### config.mk
export PLATFORM = sky130hd
export DESIGN_NAME = rvs_top
export DESIGN_NICKNAME = d
export VERILOG_FILES = /design/src/rvs_pkg.sv /design/src/rvs_flags_if.sv /design/src/rvs_sync.sv /design/src/rvs_top.sv
export SDC_FILE = /design/constraint.sdc
export NUM_CORES = 1
export LEC_CHECK = 0
export ABC_AREA = 1
export BUFFER_PORTS_ARGS = -buffer_cell sky130_fd_sc_hd__buf_4
export CAP_MARGIN = 20
export CORE_MARGIN = 2
export CORE_UTILIZATION = 46
export CTS_CLUSTER_DIAMETER = 40
export DETAILED_ROUTE_END_ITERATION = 7
export GPL_ROUTABILITY_DRIVEN = 1
export PLACE_DENSITY = 0.74
export SETUP_SLACK_MARGIN = 0.3
export SLEW_MARGIN = 20
export SYNTH_ARGS = -nofsm -noshare
export SYNTH_HDL_FRONTEND = slang
export SYNTH_HIERARCHICAL = 1
export SYNTH_SLANG_ARGS = --single-unit
export TNS_END_PERCENT = 50
### constraint.sdc
create_clock -name mclk -period 0.8 [get_ports mclk]
set_clock_uncertainty 0.15 [all_clocks]
set_input_delay 0.04 -clock mclk [delete_from_list [all_inputs] [get_ports mclk]]
set_output_delay 0.04 -clock mclk [all_outputs]
set_load 0.005 [all_outputs]
### src/rvs_pkg.sv
/*
 * rail voltage status: shared constants, field positions and types.
 * assumes nothing of its surroundings; imported whole by every module.
 */
package rvs_pkg;

    // register width and reset value
    localparam int unsigned RVS_WIDTH = 8;
    localparam logic [7:0]  RVS_RESET = 8'h00;

    // field positions, bit 7 down to bit 0
    localparam int unsigned PREREG_OV_BIT = 7;
    localparam int unsigned PREREG_UV_BIT = 6;
    localparam int unsigned XCVR_OV_BIT   = 5;
    localparam int unsigned XCVR_UV_BIT   = 4;
    localparam int unsigned IO_OV_BIT     = 3;
    localparam int unsigned IO_UV_BIT     = 2;
    localparam int unsigned CORE_OV_BIT   = 1;
    localparam int unsigned CORE_UV_BIT   = 0;

    // groups of fields
    localparam logic [7:0] RVS_OV_MASK = 8'haa;
    localparam logic [7:0] RVS_UV_MASK = 8'h55;

    // serial command port
    localparam int unsigned RVS_CMD_WIDTH    = 8;
    // read command code: value is arbitrary, set per system
    localparam logic [7:0]  RVS_READ_CMD_DEF = 8'h2a;

    // comparator to flag latency in clock cycles
    localparam logic [1:0]  RVS_PIPE_DEPTH = 2'h3;

    typedef logic [RVS_WIDTH-1:0] rvs_flags_type;

endpackage

### src/rvs_flags_if.sv
/*
 * carries the synchronised comparator flags from the input stage to the core.
 * assumes both ends run on the same clock.
 */
`timescale 1ns/1ps

interface rvs_flags_if;
    import rvs_pkg::*;

    rvs_flags_type flags;

    // input stage drives, core reads
    modport sync_mp (output flags);
    modport core_mp (input flags);
endinterface

### src/rvs_sync.sv
/*
 * two-stage synchroniser for the analog comparator outputs.
 * assumes the raw inputs are asynchronous to mclk; rstn is synchronous.
 */
`timescale 1ns/1ps

module rvs_sync
    import rvs_pkg::*;
(
    // clock, reset, enable
    input  wire logic          mclk,
    input  wire logic          rstn,
    input  wire logic          ce,
    // raw comparator levels
    input  wire rvs_flags_type raw_in,
    // synchronised levels
    rvs_flags_if.sync_mp       sync_port
);

    rvs_flags_type meta_reg;
    rvs_flags_type meta_next;
    rvs_flags_type sync_reg;
    rvs_flags_type sync_next;

    // next values: first stage feeds only the second
    always_comb
    begin
        meta_next = meta_reg;
        sync_next = sync_reg;
        if (ce)
        begin
            meta_next = raw_in;
            sync_next = meta_reg;
        end
    end

    // registers, cleared by reset
    always_ff @(posedge mclk)
    begin
        if (!rstn)
        begin
            meta_reg <= RVS_RESET;
            sync_reg <= RVS_RESET;
        end
        else
        begin
            meta_reg <= meta_next;
            sync_reg <= sync_next;
        end
    end

    assign sync_port.flags = sync_reg;

endmodule

### src/rvs_top.sv
/*
 * rail voltage status register: live over/undervoltage flags of four rails,
 * read by a dedicated serial read command.
 * assumes the comparator outputs are asynchronous levels and that a serial
 * front end delivers decoded commands on mclk.
 */
// Function
// - core undervoltage sets bit zero
// - core overvoltage sets bit one
// - transceiver overvoltage sets bit five
// - overvoltage flags clear when fault gone
// - undervoltage flags clear when fault gone
// - transceiver undervoltage reported despite regulator disabled
// - disabled discharged transceiver rail sets undervoltage
// - fixed field order, one bit each
// - reset clears flags; read command returns register
`timescale 1ns/1ps

module rvs_top
    import rvs_pkg::*;
#(
    parameter int unsigned                 CMD_WIDTH     = RVS_CMD_WIDTH,
    parameter logic [RVS_CMD_WIDTH-1:0]    READ_CMD_CODE = RVS_READ_CMD_DEF
)
(
    // clock, reset, enable
    input  wire logic                      mclk,
    input  wire logic                      rstn,
    input  wire logic                      ce,
    // comparator outputs, high while the fault is present
    input  wire logic                      prereg_ov_cmp,
    input  wire logic                      prereg_uv_cmp,
    input  wire logic                      xcvr_rail_ov_cmp,
    input  wire logic                      xcvr_rail_uv_cmp,
    input  wire logic                      io_rail_ov_cmp,
    input  wire logic                      io_rail_uv_cmp,
    input  wire logic                      core_rail_ov_cmp,
    input  wire logic                      core_rail_uv_cmp,
    // regulator enable from the sensor control register
    input  wire logic                      xcvr_regulator_enable,
    // decoded serial command
    input  wire logic                      cmd_valid,
    input  wire logic                      cmd_write,
    input  wire logic [RVS_CMD_WIDTH-1:0]  cmd_code,
    // read answer
    output logic                           rsp_valid,
    output rvs_flags_type                  rsp_data,
    // live register contents
    output rvs_flags_type                  rail_voltage_status
);

    // refuse a command width the decoder cannot serve
    if (CMD_WIDTH != RVS_CMD_WIDTH)
    begin : g_bad_width
        $error("rvs_top: CMD_WIDTH must equal the command code width");
    end

    // places each comparator at its field position
    function automatic rvs_flags_type pack_flags(
        input logic p_ov,
        input logic p_uv,
        input logic x_ov,
        input logic x_uv,
        input logic i_ov,
        input logic i_uv,
        input logic c_ov,
        input logic c_uv
    );
        rvs_flags_type v;
        v                = RVS_RESET;
        v[PREREG_OV_BIT] = p_ov;
        v[PREREG_UV_BIT] = p_uv;
        v[XCVR_OV_BIT]   = x_ov;
        v[XCVR_UV_BIT]   = x_uv;
        v[IO_OV_BIT]     = i_ov;
        v[IO_UV_BIT]     = i_uv;
        v[CORE_OV_BIT]   = c_ov;
        v[CORE_UV_BIT]   = c_uv;
        return v;
    endfunction

    rvs_flags_type raw_vec;
    rvs_flags_type flags_reg;
    rvs_flags_type flags_next;
    logic          rsp_valid_reg;
    logic          rsp_valid_next;
    rvs_flags_type rsp_data_reg;
    rvs_flags_type rsp_data_next;
    logic          read_hit;

    rvs_flags_if   flags_bus ();

    // comparators packed into register order
    assign raw_vec = pack_flags(prereg_ov_cmp, prereg_uv_cmp,
                                xcvr_rail_ov_cmp, xcvr_rail_uv_cmp,
                                io_rail_ov_cmp, io_rail_uv_cmp,
                                core_rail_ov_cmp, core_rail_uv_cmp);

    // comparator levels cross into mclk
    rvs_sync u_sync (
        .mclk      (mclk),
        .rstn      (rstn),
        .ce        (ce),
        .raw_in    (raw_vec),
        .sync_port (flags_bus.sync_mp)
    );

    // read command decode; writes never answer
    assign read_hit = cmd_valid && !cmd_write && (cmd_code == READ_CMD_CODE);

    // next values: flags mirror comparators, reads only copy them
    always_comb
    begin
        flags_next     = flags_reg;
        rsp_valid_next = rsp_valid_reg;
        rsp_data_next  = rsp_data_reg;
        if (ce)
        begin
            // live flags, set and cleared by the comparator alone
            flags_next     = flags_bus.flags;
            // regulator enable does not gate the undervoltage flag
            flags_next[XCVR_UV_BIT] = flags_bus.flags[XCVR_UV_BIT];
            rsp_valid_next = read_hit;
            if (read_hit)
            begin
                rsp_data_next = flags_reg;
            end
        end
    end

    // registers, all flags zero after reset
    always_ff @(posedge mclk)
    begin
        if (!rstn)
        begin
            flags_reg     <= RVS_RESET;
            rsp_valid_reg <= 1'b0;
            rsp_data_reg  <= RVS_RESET;
        end
        else
        begin
            flags_reg     <= flags_next;
            rsp_valid_reg <= rsp_valid_next;
            rsp_data_reg  <= rsp_data_next;
        end
    end

    // outputs straight from flip-flops
    assign rsp_valid           = rsp_valid_reg;
    assign rsp_data            = rsp_data_reg;
    assign rail_voltage_status = flags_reg;

    // helper: counts consecutive running cycles, saturating at pipe depth
    logic [1:0] run_cnt_reg;
    logic [1:0] run_cnt_next;
    logic       run_ok;

    // next count: restarts while stalled, stops at pipe depth
    always_comb
    begin
        run_cnt_next = run_cnt_reg;
        if (!ce)
        begin
            run_cnt_next = 2'h0;
        end
        else if (run_cnt_reg != RVS_PIPE_DEPTH)
        begin
            run_cnt_next = run_cnt_reg + 2'h1;
        end
    end

    // count register, cleared by reset
    always_ff @(posedge mclk)
    begin
        if (!rstn)
        begin
            run_cnt_reg <= 2'h0;
        end
        else
        begin
            run_cnt_reg <= run_cnt_next;
        end
    end

    assign run_ok = (run_cnt_reg == RVS_PIPE_DEPTH);

    // core undervoltage reaches bit zero three cycles on
    a_core_uv_flag: assert property (@(posedge mclk) disable iff (!rstn)
        run_ok |-> (flags_reg[CORE_UV_BIT] == $past(core_rail_uv_cmp, 3)))
        else $error("core undervoltage flag does not follow its comparator");

    // core overvoltage reaches bit one three cycles on
    a_core_ov_flag: assert property (@(posedge mclk) disable iff (!rstn)
        run_ok && $past(core_rail_ov_cmp, 3) |-> flags_reg[CORE_OV_BIT])
        else $error("core overvoltage flag not set");

    // transceiver overvoltage reaches bit five
    a_xcvr_ov_flag: assert property (@(posedge mclk) disable iff (!rstn)
        run_ok && $past(xcvr_rail_ov_cmp, 3) |-> flags_reg[XCVR_OV_BIT])
        else $error("transceiver overvoltage flag not set");

    // overvoltage flags fall with their comparators
    a_ov_live_clear: assert property (@(posedge mclk) disable iff (!rstn)
        run_ok |-> ((flags_reg & RVS_OV_MASK) == ($past(raw_vec, 3) & RVS_OV_MASK)))
        else $error("overvoltage flags are not live");

    // undervoltage flags fall with their comparators
    a_uv_live_clear: assert property (@(posedge mclk) disable iff (!rstn)
        run_ok |-> ((flags_reg & RVS_UV_MASK) == ($past(raw_vec, 3) & RVS_UV_MASK)))
        else $error("undervoltage flag stuck after fault gone");

    // transceiver undervoltage reported while regulator disabled
    a_xcvr_uv_disabled: assert property (@(posedge mclk) disable iff (!rstn)
        run_ok && !$past(xcvr_regulator_enable, 3) |->
            (flags_reg[XCVR_UV_BIT] == $past(xcvr_rail_uv_cmp, 3)))
        else $error("transceiver undervoltage hidden by regulator disable");

    // discharge below threshold with regulator off sets the flag
    a_xcvr_uv_discharge: assert property (@(posedge mclk) disable iff (!rstn)
        !xcvr_regulator_enable && $rose(xcvr_rail_uv_cmp) && ce ##1 ce [*2] |=>
            flags_reg[XCVR_UV_BIT])
        else $error("discharged transceiver rail did not set undervoltage");

    // preregulator fields in the top two bits
    a_field_order: assert property (@(posedge mclk) disable iff (!rstn)
        run_ok |-> (flags_reg[PREREG_OV_BIT] == $past(prereg_ov_cmp, 3)) &&
                   (flags_reg[PREREG_UV_BIT] == $past(prereg_uv_cmp, 3)) &&
                   (flags_reg[IO_OV_BIT] == $past(io_rail_ov_cmp, 3)))
        else $error("flag field order wrong");

    // reset clears every flag and the answer
    a_reset_clear: assert property (@(posedge mclk)
        !rstn |=> (flags_reg == RVS_RESET) && !rsp_valid && (rsp_data == RVS_RESET))
        else $error("reset did not clear the register");

    // read command answered next cycle with the register value
    a_read_answer: assert property (@(posedge mclk) disable iff (!rstn)
        ce && read_hit |=> rsp_valid && (rsp_data == $past(rail_voltage_status)))
        else $error("read command not answered with register value");

    // write attempts give no answer
    a_write_ignored: assert property (@(posedge mclk) disable iff (!rstn)
        ce && cmd_valid && cmd_write |=> !rsp_valid)
        else $error("write to read-only status register answered");

endmodule
==> results of run 1 <==
==> power groups by stage <==
stage	Sequential [mW]	Clock [mW]	Combinational [mW]
after floorplan	1.79	0	0.243
after global placement	1.80	0	0.421
after detailed placement	1.80	0	0.427
after CTS	1.78	1.33	0.472
after global routing	1.80	1.41	0.597
final	1.79	1.30	0.534
==> repair_timing <==
item,CTS,global route
endpoints found under the setup margin,50,50
setup buffers,1,6
endpoints found under the hold margin,33,32
gates resized for setup,64,24
pin swaps,22,21
==> placed cells by master, fill, tap and decap left out <==
cell and n:
a21boi_1 1, a21oi_1 3, a21oi_2 5, buf_12 1, buf_4 25, buf_6 28
bufinv_16 1, clkbuf_1 1, clkbuf_4 5, clkbuf_8 1, dfxtp_1 4, dfxtp_2 29
inv_1 31, inv_12 1, inv_2 10, inv_4 4, nand2_1 54, nand2_2 1
nand2_4 1, nand3_1 3, nand3_2 4, nand3_4 2, nor2_1 41, nor2_2 4
nor2_4 2, o21ai_0 2, o21ai_1 5, o21ai_2 1
==> cell families after synthesis <==
family,count (synthesis),synth area share (%)
AND/OR/NAND/NOR,112,32.32
buffers and inverters,53,15.86
flip-flops,33,45.75
AO/OA/AOI/OAI,17,6.066
==> area by class of cell <==
type,count,area [um^2]
clock buffer,7,55.05
clock inverter,1,30.03
fill,252,850.8
inverter,46,195.2
multi-input combinational,129,621.8
sequential,33,696.9
tap,44,55.05
timing repair buffer,54,523.0
==> metrics by stage <==
stage | TNS, ns | utilization (%) | instances | hold WS [ns]
detailed placement | -3.141 | 60.37 | 299 | 0.1795
global route | -5.709 | 71.90 | 314 | -0.1482
floorplan | -0.1392 | - | 215 | 0.03176
finish | -4.586 | 71.90 | 314 | -0.1602
CTS | -3.887 | 68.22 | 308 | -0.1641
global placement | -2.809 | 60.37 | 299 | 0.1709
==> layer usage <==
layer / share of wire, % / GRT usage, % / vias up / routed length, um
met1: 46 / 20.35 / 588 / 1398
met5: 0 / 0 / - / 0
met4: 1.8 / 7.937 / 0 / 55
met2: 47 / 29.66 / 35 / 1442
li1: - / - / 730 / -
met3: 4.6 / 7.576 / 6 / 140
==> worst min-delay path by stage <==
stage	start	endpoint	slack, ns	cells past startpoint
floorplan	rstn	rail_voltage_status[2]	0.03	2
global placement	io_rail_uv_cmp	u_sync/meta_reg[2]	0.17	5
detailed placement	prereg_ov_cmp	u_sync/meta_reg[7]	0.18	5
CTS	io_rail_ov_cmp	u_sync/meta_reg[3]	-0.16	5
global route	io_rail_uv_cmp	u_sync/meta_reg[2]	-0.15	5
finish	io_rail_uv_cmp	u_sync/meta_reg[2]	-0.16	5
==> worst max-delay path: cells and delay by family, from the launching register on <==
kind | cells | cell delay, ns
buffers and inverters | 2 | 0.21
flip-flops | 1 | 0.34
==> results.sh, run 1 <==
export IMPL_status="finished, violations left"
export IMPL_violations="hold timing, setup timing"
export IMPL_ff2ff_path_depth=6
export IMPL_cap_violations=0
export IMPL_finalHoldViolations=33
export IMPL_synth_main_ff_cell="dfxtp_1"
export IMPL_crit_top_cell="buf_6"
export IMPL_fp_dieH_um=60.03
export IMPL_area_growth_pct=50.78
export IMPL_power_density_nw_per_um2=1664
export IMPL_criticalPathCategory="register to output port"
export IMPL_ys_warn_count=6
export IMPL_cts_htree_levels=2
export IMPL_synth_edf_count=0
export IMPL_rsz0062_at_grt="true"
export IMPL_crit_path_end_kind="output port"
export IMPL_grt_pass1_vias=1164
export IMPL_synth_area_um2=1444
export IMPL_yosysMostFrequentCell="nand2_1"
export IMPL_postSynthCellCount=215
export IMPL_p_leak_nw=1.062
export IMPL_power_share_sequential_pct=49.3
export IMPL_min_period_ns=1.073
export IMPL_drive_above_1_share_pct=46.30
export IMPL_rows=20
export IMPL_gp_congestion=0.7718
export IMPL_vias=1359
export IMPL_cts_root_buffer="clkbuf_4"
export IMPL_grt_max_degree=34
export IMPL_clkPwrFrac_pct=36.0
export IMPL_slew_violations=0
export IMPL_cp_endpoint="rail_voltage_status[4]"
export IMPL_tritoncts_num_buffers=5
export IMPL_place_area_um2=1828
export IMPL_async_reset_ff_share_pct=0
export IMPL_max_stage_delay_ns=0.34
export IMPL_start_util_pct=47.69
export IMPL_tightest_slew_ns=0.3303
export IMPL_fp_coreArea_um2=3028
export IMPL_antennaDiodeCount=0
export IMPL_crit_path_start="rail_voltage_status[4]"
export IMPL_slew_headroom_pct=77.98
export IMPL_setup_ws_ns=-0.2734
export IMPL_whs_ns=-0.1602
export IMPL_drc=0
export IMPL_numPortBuffers=37
export IMPL_antenna_found_initial=0
export IMPL_cts_clk_slew_worst_paths_ns=0.11
export IMPL_intPower_mw=2.765
export IMPL_clkSinkCount=33
export IMPL_clk_latency_ns=0.33
export IMPL_ant_nets=0
export IMPL_dr_pass1_iters=4
export IMPL_hp_class="input pin to register"
export IMPL_cp_start_kind="register"
export IMPL_grt_first_pass_wirelength_um=4816
export IMPL_r2r_end="rsp_data[4]"
export IMPL_via_per_inst=4.328
export IMPL_wl_per_cell_um=9.669
export IMPL_ys_top_cells_by_area="dfxtp_1, nand2_1, inv_1"
export IMPL_worst_ir_drop_vdd_mv=1.173
export IMPL_die_x_um=60.03
export IMPL_path_cells="buf_6 > buf_6"
export IMPL_syn_num_nets=237
export IMPL_cp_max_fo=2
export IMPL_clockBufferDepth=2
export IMPL_r2r_slack_ns=-0.24
export IMPL_worst_path_max_delay_cell="dfxtp_2"
export IMPL_dieArea_um2=3603
export IMPL_total_power_mw=3.622
export IMPL_drt_total_wl_um=3036
export IMPL_place_hpwl_um=1737
export IMPL_synth_top_cell_by_area="dfxtp_1"
export IMPL_dp_slack_ns=-0.2101
export IMPL_seq_area_frac_synth_pct=45.75
export IMPL_setup_viol=28
export IMPL_critical_path_arrival_ns=0.88
export IMPL_p_sw_mw=0.8570
export IMPL_timing_rr_start="rail_voltage_status[4]"
export IMPL_gr_total_overflow=0
export IMPL_fmax_ghz=0.9316
export IMPL_cts_tree="done"
export IMPL_worstPathRequired_ns=0.61
export IMPL_io_pin_count=39
export IMPL_synthTopCellsByCount="nand2_1, inv_1, nor2_1"
export IMPL_ys_ff_latch=33
export IMPL_ys_types=16
export IMPL_avgSynthCellArea_um2=6.716
export IMPL_finalCritPeriodShare_pct=134.2
export IMPL_synth_top_cell_area_share_pct=45.75
export IMPL_swShare_pct=23.66
export IMPL_postLayoutCellArea_um2=2177
export IMPL_final_nets=291
export IMPL_track_usage_pct=18.06
export IMPL_combPwrFrac_pct=14.7
export IMPL_drt_iter0_drc=49
Note: power is estimated with default switching activity, not from simulation.
==> inputs of run 2 (changes only) <==
==> constraint.sdc (replaced) <==
create_clock -name mclk -period 0.8 [get_ports mclk]
set_clock_uncertainty 0.15 [all_clocks]
set_input_delay 0.12 -clock mclk [delete_from_list [all_inputs] [get_ports mclk]]
set_output_delay 0.12 -clock mclk [all_outputs]
set_load 0.005 [all_outputs]
==> results.sh, run 2 (synthesis results as in run 1) <==
export IMPL_multiInputGateArea_um2=618.1
export IMPL_cp_num_buf_inv=1
export IMPL_min_period_ns=1.062
export IMPL_worst_path_max_delay_cell="dfxtp_2"
export IMPL_combPwrFrac_pct=15.6
export IMPL_dr_pass1_iters=4
export IMPL_total_power_mw=3.214
export IMPL_via_per_inst=4.215
export IMPL_finalCritPeriodShare_pct=132.7
export IMPL_worstPathRequired_ns=0.53
export IMPL_rsz0062_at_grt="true"
export IMPL_fp_dieH_um=60.03
export IMPL_max_stage_delay_ns=0.37
export IMPL_hp_start="rstn"
export IMPL_status="finished, violations left"
export IMPL_numPortBuffers=37
export IMPL_final_nets=285
export IMPL_swShare_pct=24.88
export IMPL_crit_path_start="rail_voltage_status[4]"
export IMPL_whs_ns=-0.06414
export IMPL_ant_nets=0
export IMPL_clkPwrFrac_pct=28.8
export IMPL_gr_total_overflow=0
export IMPL_power_density_nw_per_um2=1533
export IMPL_vias=1294
export IMPL_cts_clk_slew_worst_paths_ns=0.09
export IMPL_clk_latency_ns=0.32
export IMPL_drive_above_1_share_pct=43.73
export IMPL_drt_total_wl_um=2738
export IMPL_finalHoldViolations=17
export IMPL_cts_tree="done"
export IMPL_cp_max_fo=2
export IMPL_track_usage_pct=16.87
export IMPL_worst_ir_drop_vdd_mv=0.9400
export IMPL_p_sw_mw=0.7996
export IMPL_fp_coreArea_um2=3028
export IMPL_cts_root_buffer="clkbuf_4"
export IMPL_rows=20
export IMPL_intPower_mw=2.415
export IMPL_cap_violations=0
export IMPL_cts_htree_levels=2
export IMPL_timing_rr_start="rail_voltage_status[5]"
export IMPL_grt_first_pass_wirelength_um=4457
export IMPL_gp_congestion=0.8156
export IMPL_antennaDiodeCount=0
export IMPL_critical_path_arrival_ns=0.79
export IMPL_setup_ws_ns=-0.2618
export IMPL_grt_max_degree=24
export IMPL_slew_violations=0
export IMPL_grt_pass1_vias=1083
export IMPL_wl_per_cell_um=8.919
export IMPL_hp_class="input pin to register"
export IMPL_start_util_pct=47.69
export IMPL_p_leak_nw=1.020
export IMPL_io_pin_count=39
export IMPL_dieArea_um2=3603
export IMPL_n_fill_cell=258
export IMPL_tightest_slew_ns=0.2648
export IMPL_path_delay_family="flip-flops"
export IMPL_slew_headroom_pct=82.30
export IMPL_fmax_ghz=0.9418
export IMPL_area_growth_pct=45.23
export IMPL_cp_start_kind="register"
export IMPL_setup_viol=27
export IMPL_power_share_sequential_pct=55.6
export IMPL_clkSinkCount=33
export IMPL_die_x_um=60.03
export IMPL_crit_path_end_kind="output port"
export IMPL_criticalPathCategory="register to output port"
export IMPL_antenna_found_initial=0
export IMPL_place_hpwl_um=1702
export IMPL_tritoncts_num_buffers=5
export IMPL_seq_area_um2=696.9
export IMPL_drt_iter0_drc=48
export IMPL_drc=0
export IMPL_dp_slack_ns=-0.2910
export IMPL_clockBufferDepth=2
export IMPL_path_cells="buf_6"
export IMPL_final_common_cell="nand2_1"
export IMPL_layout_common_cells="nand2_1, nor2_1, inv_1"
export IMPL_violations="hold timing, setup timing"
run 2: cell count changes in the layout (fill, tap and decap cells not counted), sizes merged:
cell and delta:
bufinv -1, buf -6
run 2: final timing paths:
path                          endpoint  slack, ns  cells past startpoint
max             rail_voltage_status[4]      -0.26                      1
min             rail_voltage_status[7]      -0.06                      3
max reg2reg                rsp_data[5]      -0.24                      6
min reg2reg  u_sync/sync_port.flags[4]       0.31                      2
run 2: power groups by stage:
stage	Combinational, mW	Clock (mW)	Sequential [mW]
4_1_cts	0.452	0.956	1.78
3_5_place_dp	0.425	0	1.80
3_3_place_gp	0.420	0	1.80
5_1_grt	0.565	1.05	1.80
6_report	0.503	0.926	1.79
2_1_floorplan	0.255	0	1.80
run 2: layout make-up:
| class | instances | share of cell area, % |
|---|---|---|
| inverters | 46 | 9.308 |
| repair buffers | 48 | 22.73 |
| multi-input cells | 129 | 29.47 |
| flip-flops and latches | 33 | 33.23 |
| clock buffers | 7 | 2.625 |
| well taps | 44 | 2.625 |
run 2: through the flow:
stage | std cells | hold slack (ns) | cell area [um^2] | util (%) | setup TNS [ns]
after detailed placement | 295 | 0.2651 | 1836 | 60.62 | -4.912
after global routing | 307 | -0.08010 | 2097 | 69.26 | -6.363
after global placement | 295 | 0.2527 | 1836 | 60.62 | -4.746
final | 307 | -0.06414 | 2097 | 69.26 | -5.068
after CTS | 303 | -0.07021 | 1998 | 65.99 | -4.577
after floorplan | 215 | 0.1043 | 1491 | - | -0.8477
run 2: timing repair:
action                                  CTS  global route
hold endpoints to repair                 17            17
endpoints found under the setup margin   50            50
gates resized for setup                  47            26
pin swaps                                29            24
setup buffers                             1             4
run 2: layer usage:
| layer | GRT usage (%) | part of all wire (%) |
|---|---|---|
| met5 | 0 | 0 |
| met4 | 7.619 | 0.95 |
| met3 | 7.143 | 4.9 |
| met2 | 26.40 | 47 |
| met1 | 20.00 | 47 |
==> inputs of run 3 (changes only) <==
Settings changed: BUFFER_PORTS_ARGS -buffer_cell sky130_fd_sc_hd__buf_4 to default, CORE_UTILIZATION 46 to 55, DONT_BUFFER_PORTS from default to 1, PLACE_DENSITY 0.74 to 0.73.
==> results.sh, run 3 (synthesis results as in run 1) <==
export IMPL_n_fill_cell=202
export IMPL_finalHoldViolations=33
export IMPL_grt_max_degree=35
export IMPL_drt_iter0_drc=27
export IMPL_io_pin_count=39
export IMPL_setup_ws_ns=-0.2468
export IMPL_grt_first_pass_wirelength_um=4436
export IMPL_gp_congestion=0.7373
export IMPL_slew_violations=0
export IMPL_area_growth_pct=25.04
export IMPL_dieArea_um2=3051
export IMPL_cp_num_buf_inv=1
export IMPL_dr_pass1_iters=4
export IMPL_seq_area_um2=699.4
export IMPL_power_density_nw_per_um2=1878
export IMPL_cts_root_buffer="clkbuf_4"
export IMPL_tns_ns=-4.160
export IMPL_fp_coreArea_um2=2477
export IMPL_track_usage_pct=18.13
export IMPL_clockBufferDepth=2
export IMPL_cts_clk_slew_worst_paths_ns=0.10
export IMPL_dpl_cell_count=252
export IMPL_via_per_inst=4.515
export IMPL_antennaDiodeCount=0
export IMPL_post_route_util_pct=72.88
export IMPL_worst_path_max_delay_cell="dfxtp_2"
export IMPL_ant_nets=0
export IMPL_path_delay_family="flip-flops"
export IMPL_slew_headroom_pct=84.24
export IMPL_cts_htree_levels=2
export IMPL_place_area_um2=1575
export IMPL_finalCritPeriodShare_pct=130.8
export IMPL_worst_ir_drop_vdd_mv=1.728
export IMPL_place_hpwl_um=1663
export IMPL_rsz0062_at_grt="true"
export IMPL_clkSinkCount=33
export IMPL_min_period_ns=1.047
export IMPL_worstPathRequired_ns=0.53
export IMPL_fp_dieH_um=55.24
export IMPL_gr_total_overflow=0
export IMPL_total_power_mw=3.391
export IMPL_drt_total_wl_um=2587
export IMPL_whs_ns=-0.2561
export IMPL_final_nets=253
export IMPL_rows=18
export IMPL_vias=1183
export IMPL_setup_viol=26
export IMPL_drive_above_1_share_pct=37.93
export IMPL_status="finished, violations left"
export IMPL_tritoncts_num_buffers=5
export IMPL_max_stage_delay_ns=0.34
export IMPL_postLayoutCellArea_um2=1805
export IMPL_crit_path_end_kind="output port"
export IMPL_clk_latency_ns=0.33
export IMPL_cp_max_fo=2
export IMPL_antenna_found_initial=0
export IMPL_dp_slack_ns=-0.2070
export IMPL_multiInputGateArea_um2=611.8
export IMPL_violations="hold timing, setup timing"
export IMPL_final_common_cell="nand2_1"
export IMPL_fin_cells=262
export IMPL_start_util_pct=58.28
export IMPL_path_cells="buf_6"
export IMPL_die_x_um=55.24
export IMPL_cap_violations=0
export IMPL_drc=0
export IMPL_criticalPathCategory="register to output port"
export IMPL_wl_per_cell_um=9.874
export IMPL_numPortBuffers=0
export IMPL_hp_class="input pin to register"
export IMPL_layout_common_cells="nand2_1, nor2_1, inv_1"
export IMPL_cts_tree="done"
export IMPL_critical_path_arrival_ns=0.78
export IMPL_grt_pass1_vias=1083
export IMPL_tightest_slew_ns=0.2359
export IMPL_fmax_ghz=0.9553
export IMPL_cp_start_kind="register"
export IMPL_p_leak_nw=0.8604
## run 3: cell count changes in the layout (fill, tap and decap cells not counted), sizes merged
cell,change
buf,-32
bufinv,+1
## run 3: worst paths after layout
path,start,endpoint,slack (ns),cells past startpoint
setup / recovery,rail_voltage_status[0],rail_voltage_status[0],-0.25,1
hold / removal,rstn,u_sync/meta_reg[6],-0.26,2
setup reg to reg,rail_voltage_status[2],rsp_data[2],-0.15,5
hold reg to reg,u_sync/meta_reg[4],u_sync/meta_reg[4],0.32,2
## run 3: area by class of cell
type	instances	share of cell area [%]
Inverter	46	10.53
Timing Repair Buffer	16	10.05
Clock buffer	7	3.049
Clock inverter	1	1.663
Multi-Input combinational cell	129	33.89
Sequential cell	33	38.74
Tap cell	30	2.079
## run 3: power breakdown
part | leakage, nW | internal (mW) | switching, mW
Combinational | 0.532 | 0.167 | 0.156
Clock | 0.0455 | 0.746 | 0.532
Sequential | 0.283 | 1.74 | 0.0536
## run 3: timing repair
item,4_1_cts,5_1_grt
hold endpoints to repair,33,33
pin swaps,52,44
setup endpoints to repair,50,50
setup buffers,1,1
gates resized for setup,51,17
## run 3: routing by layer
layer	wire, um	vias to the layer above	global-route usage [%]
met4	65	0	8.362
met2	1204	34	30.10
met3	141	6	6.557
met1	1176	489	20.68
li1	-	654	-
met5	0	-	0
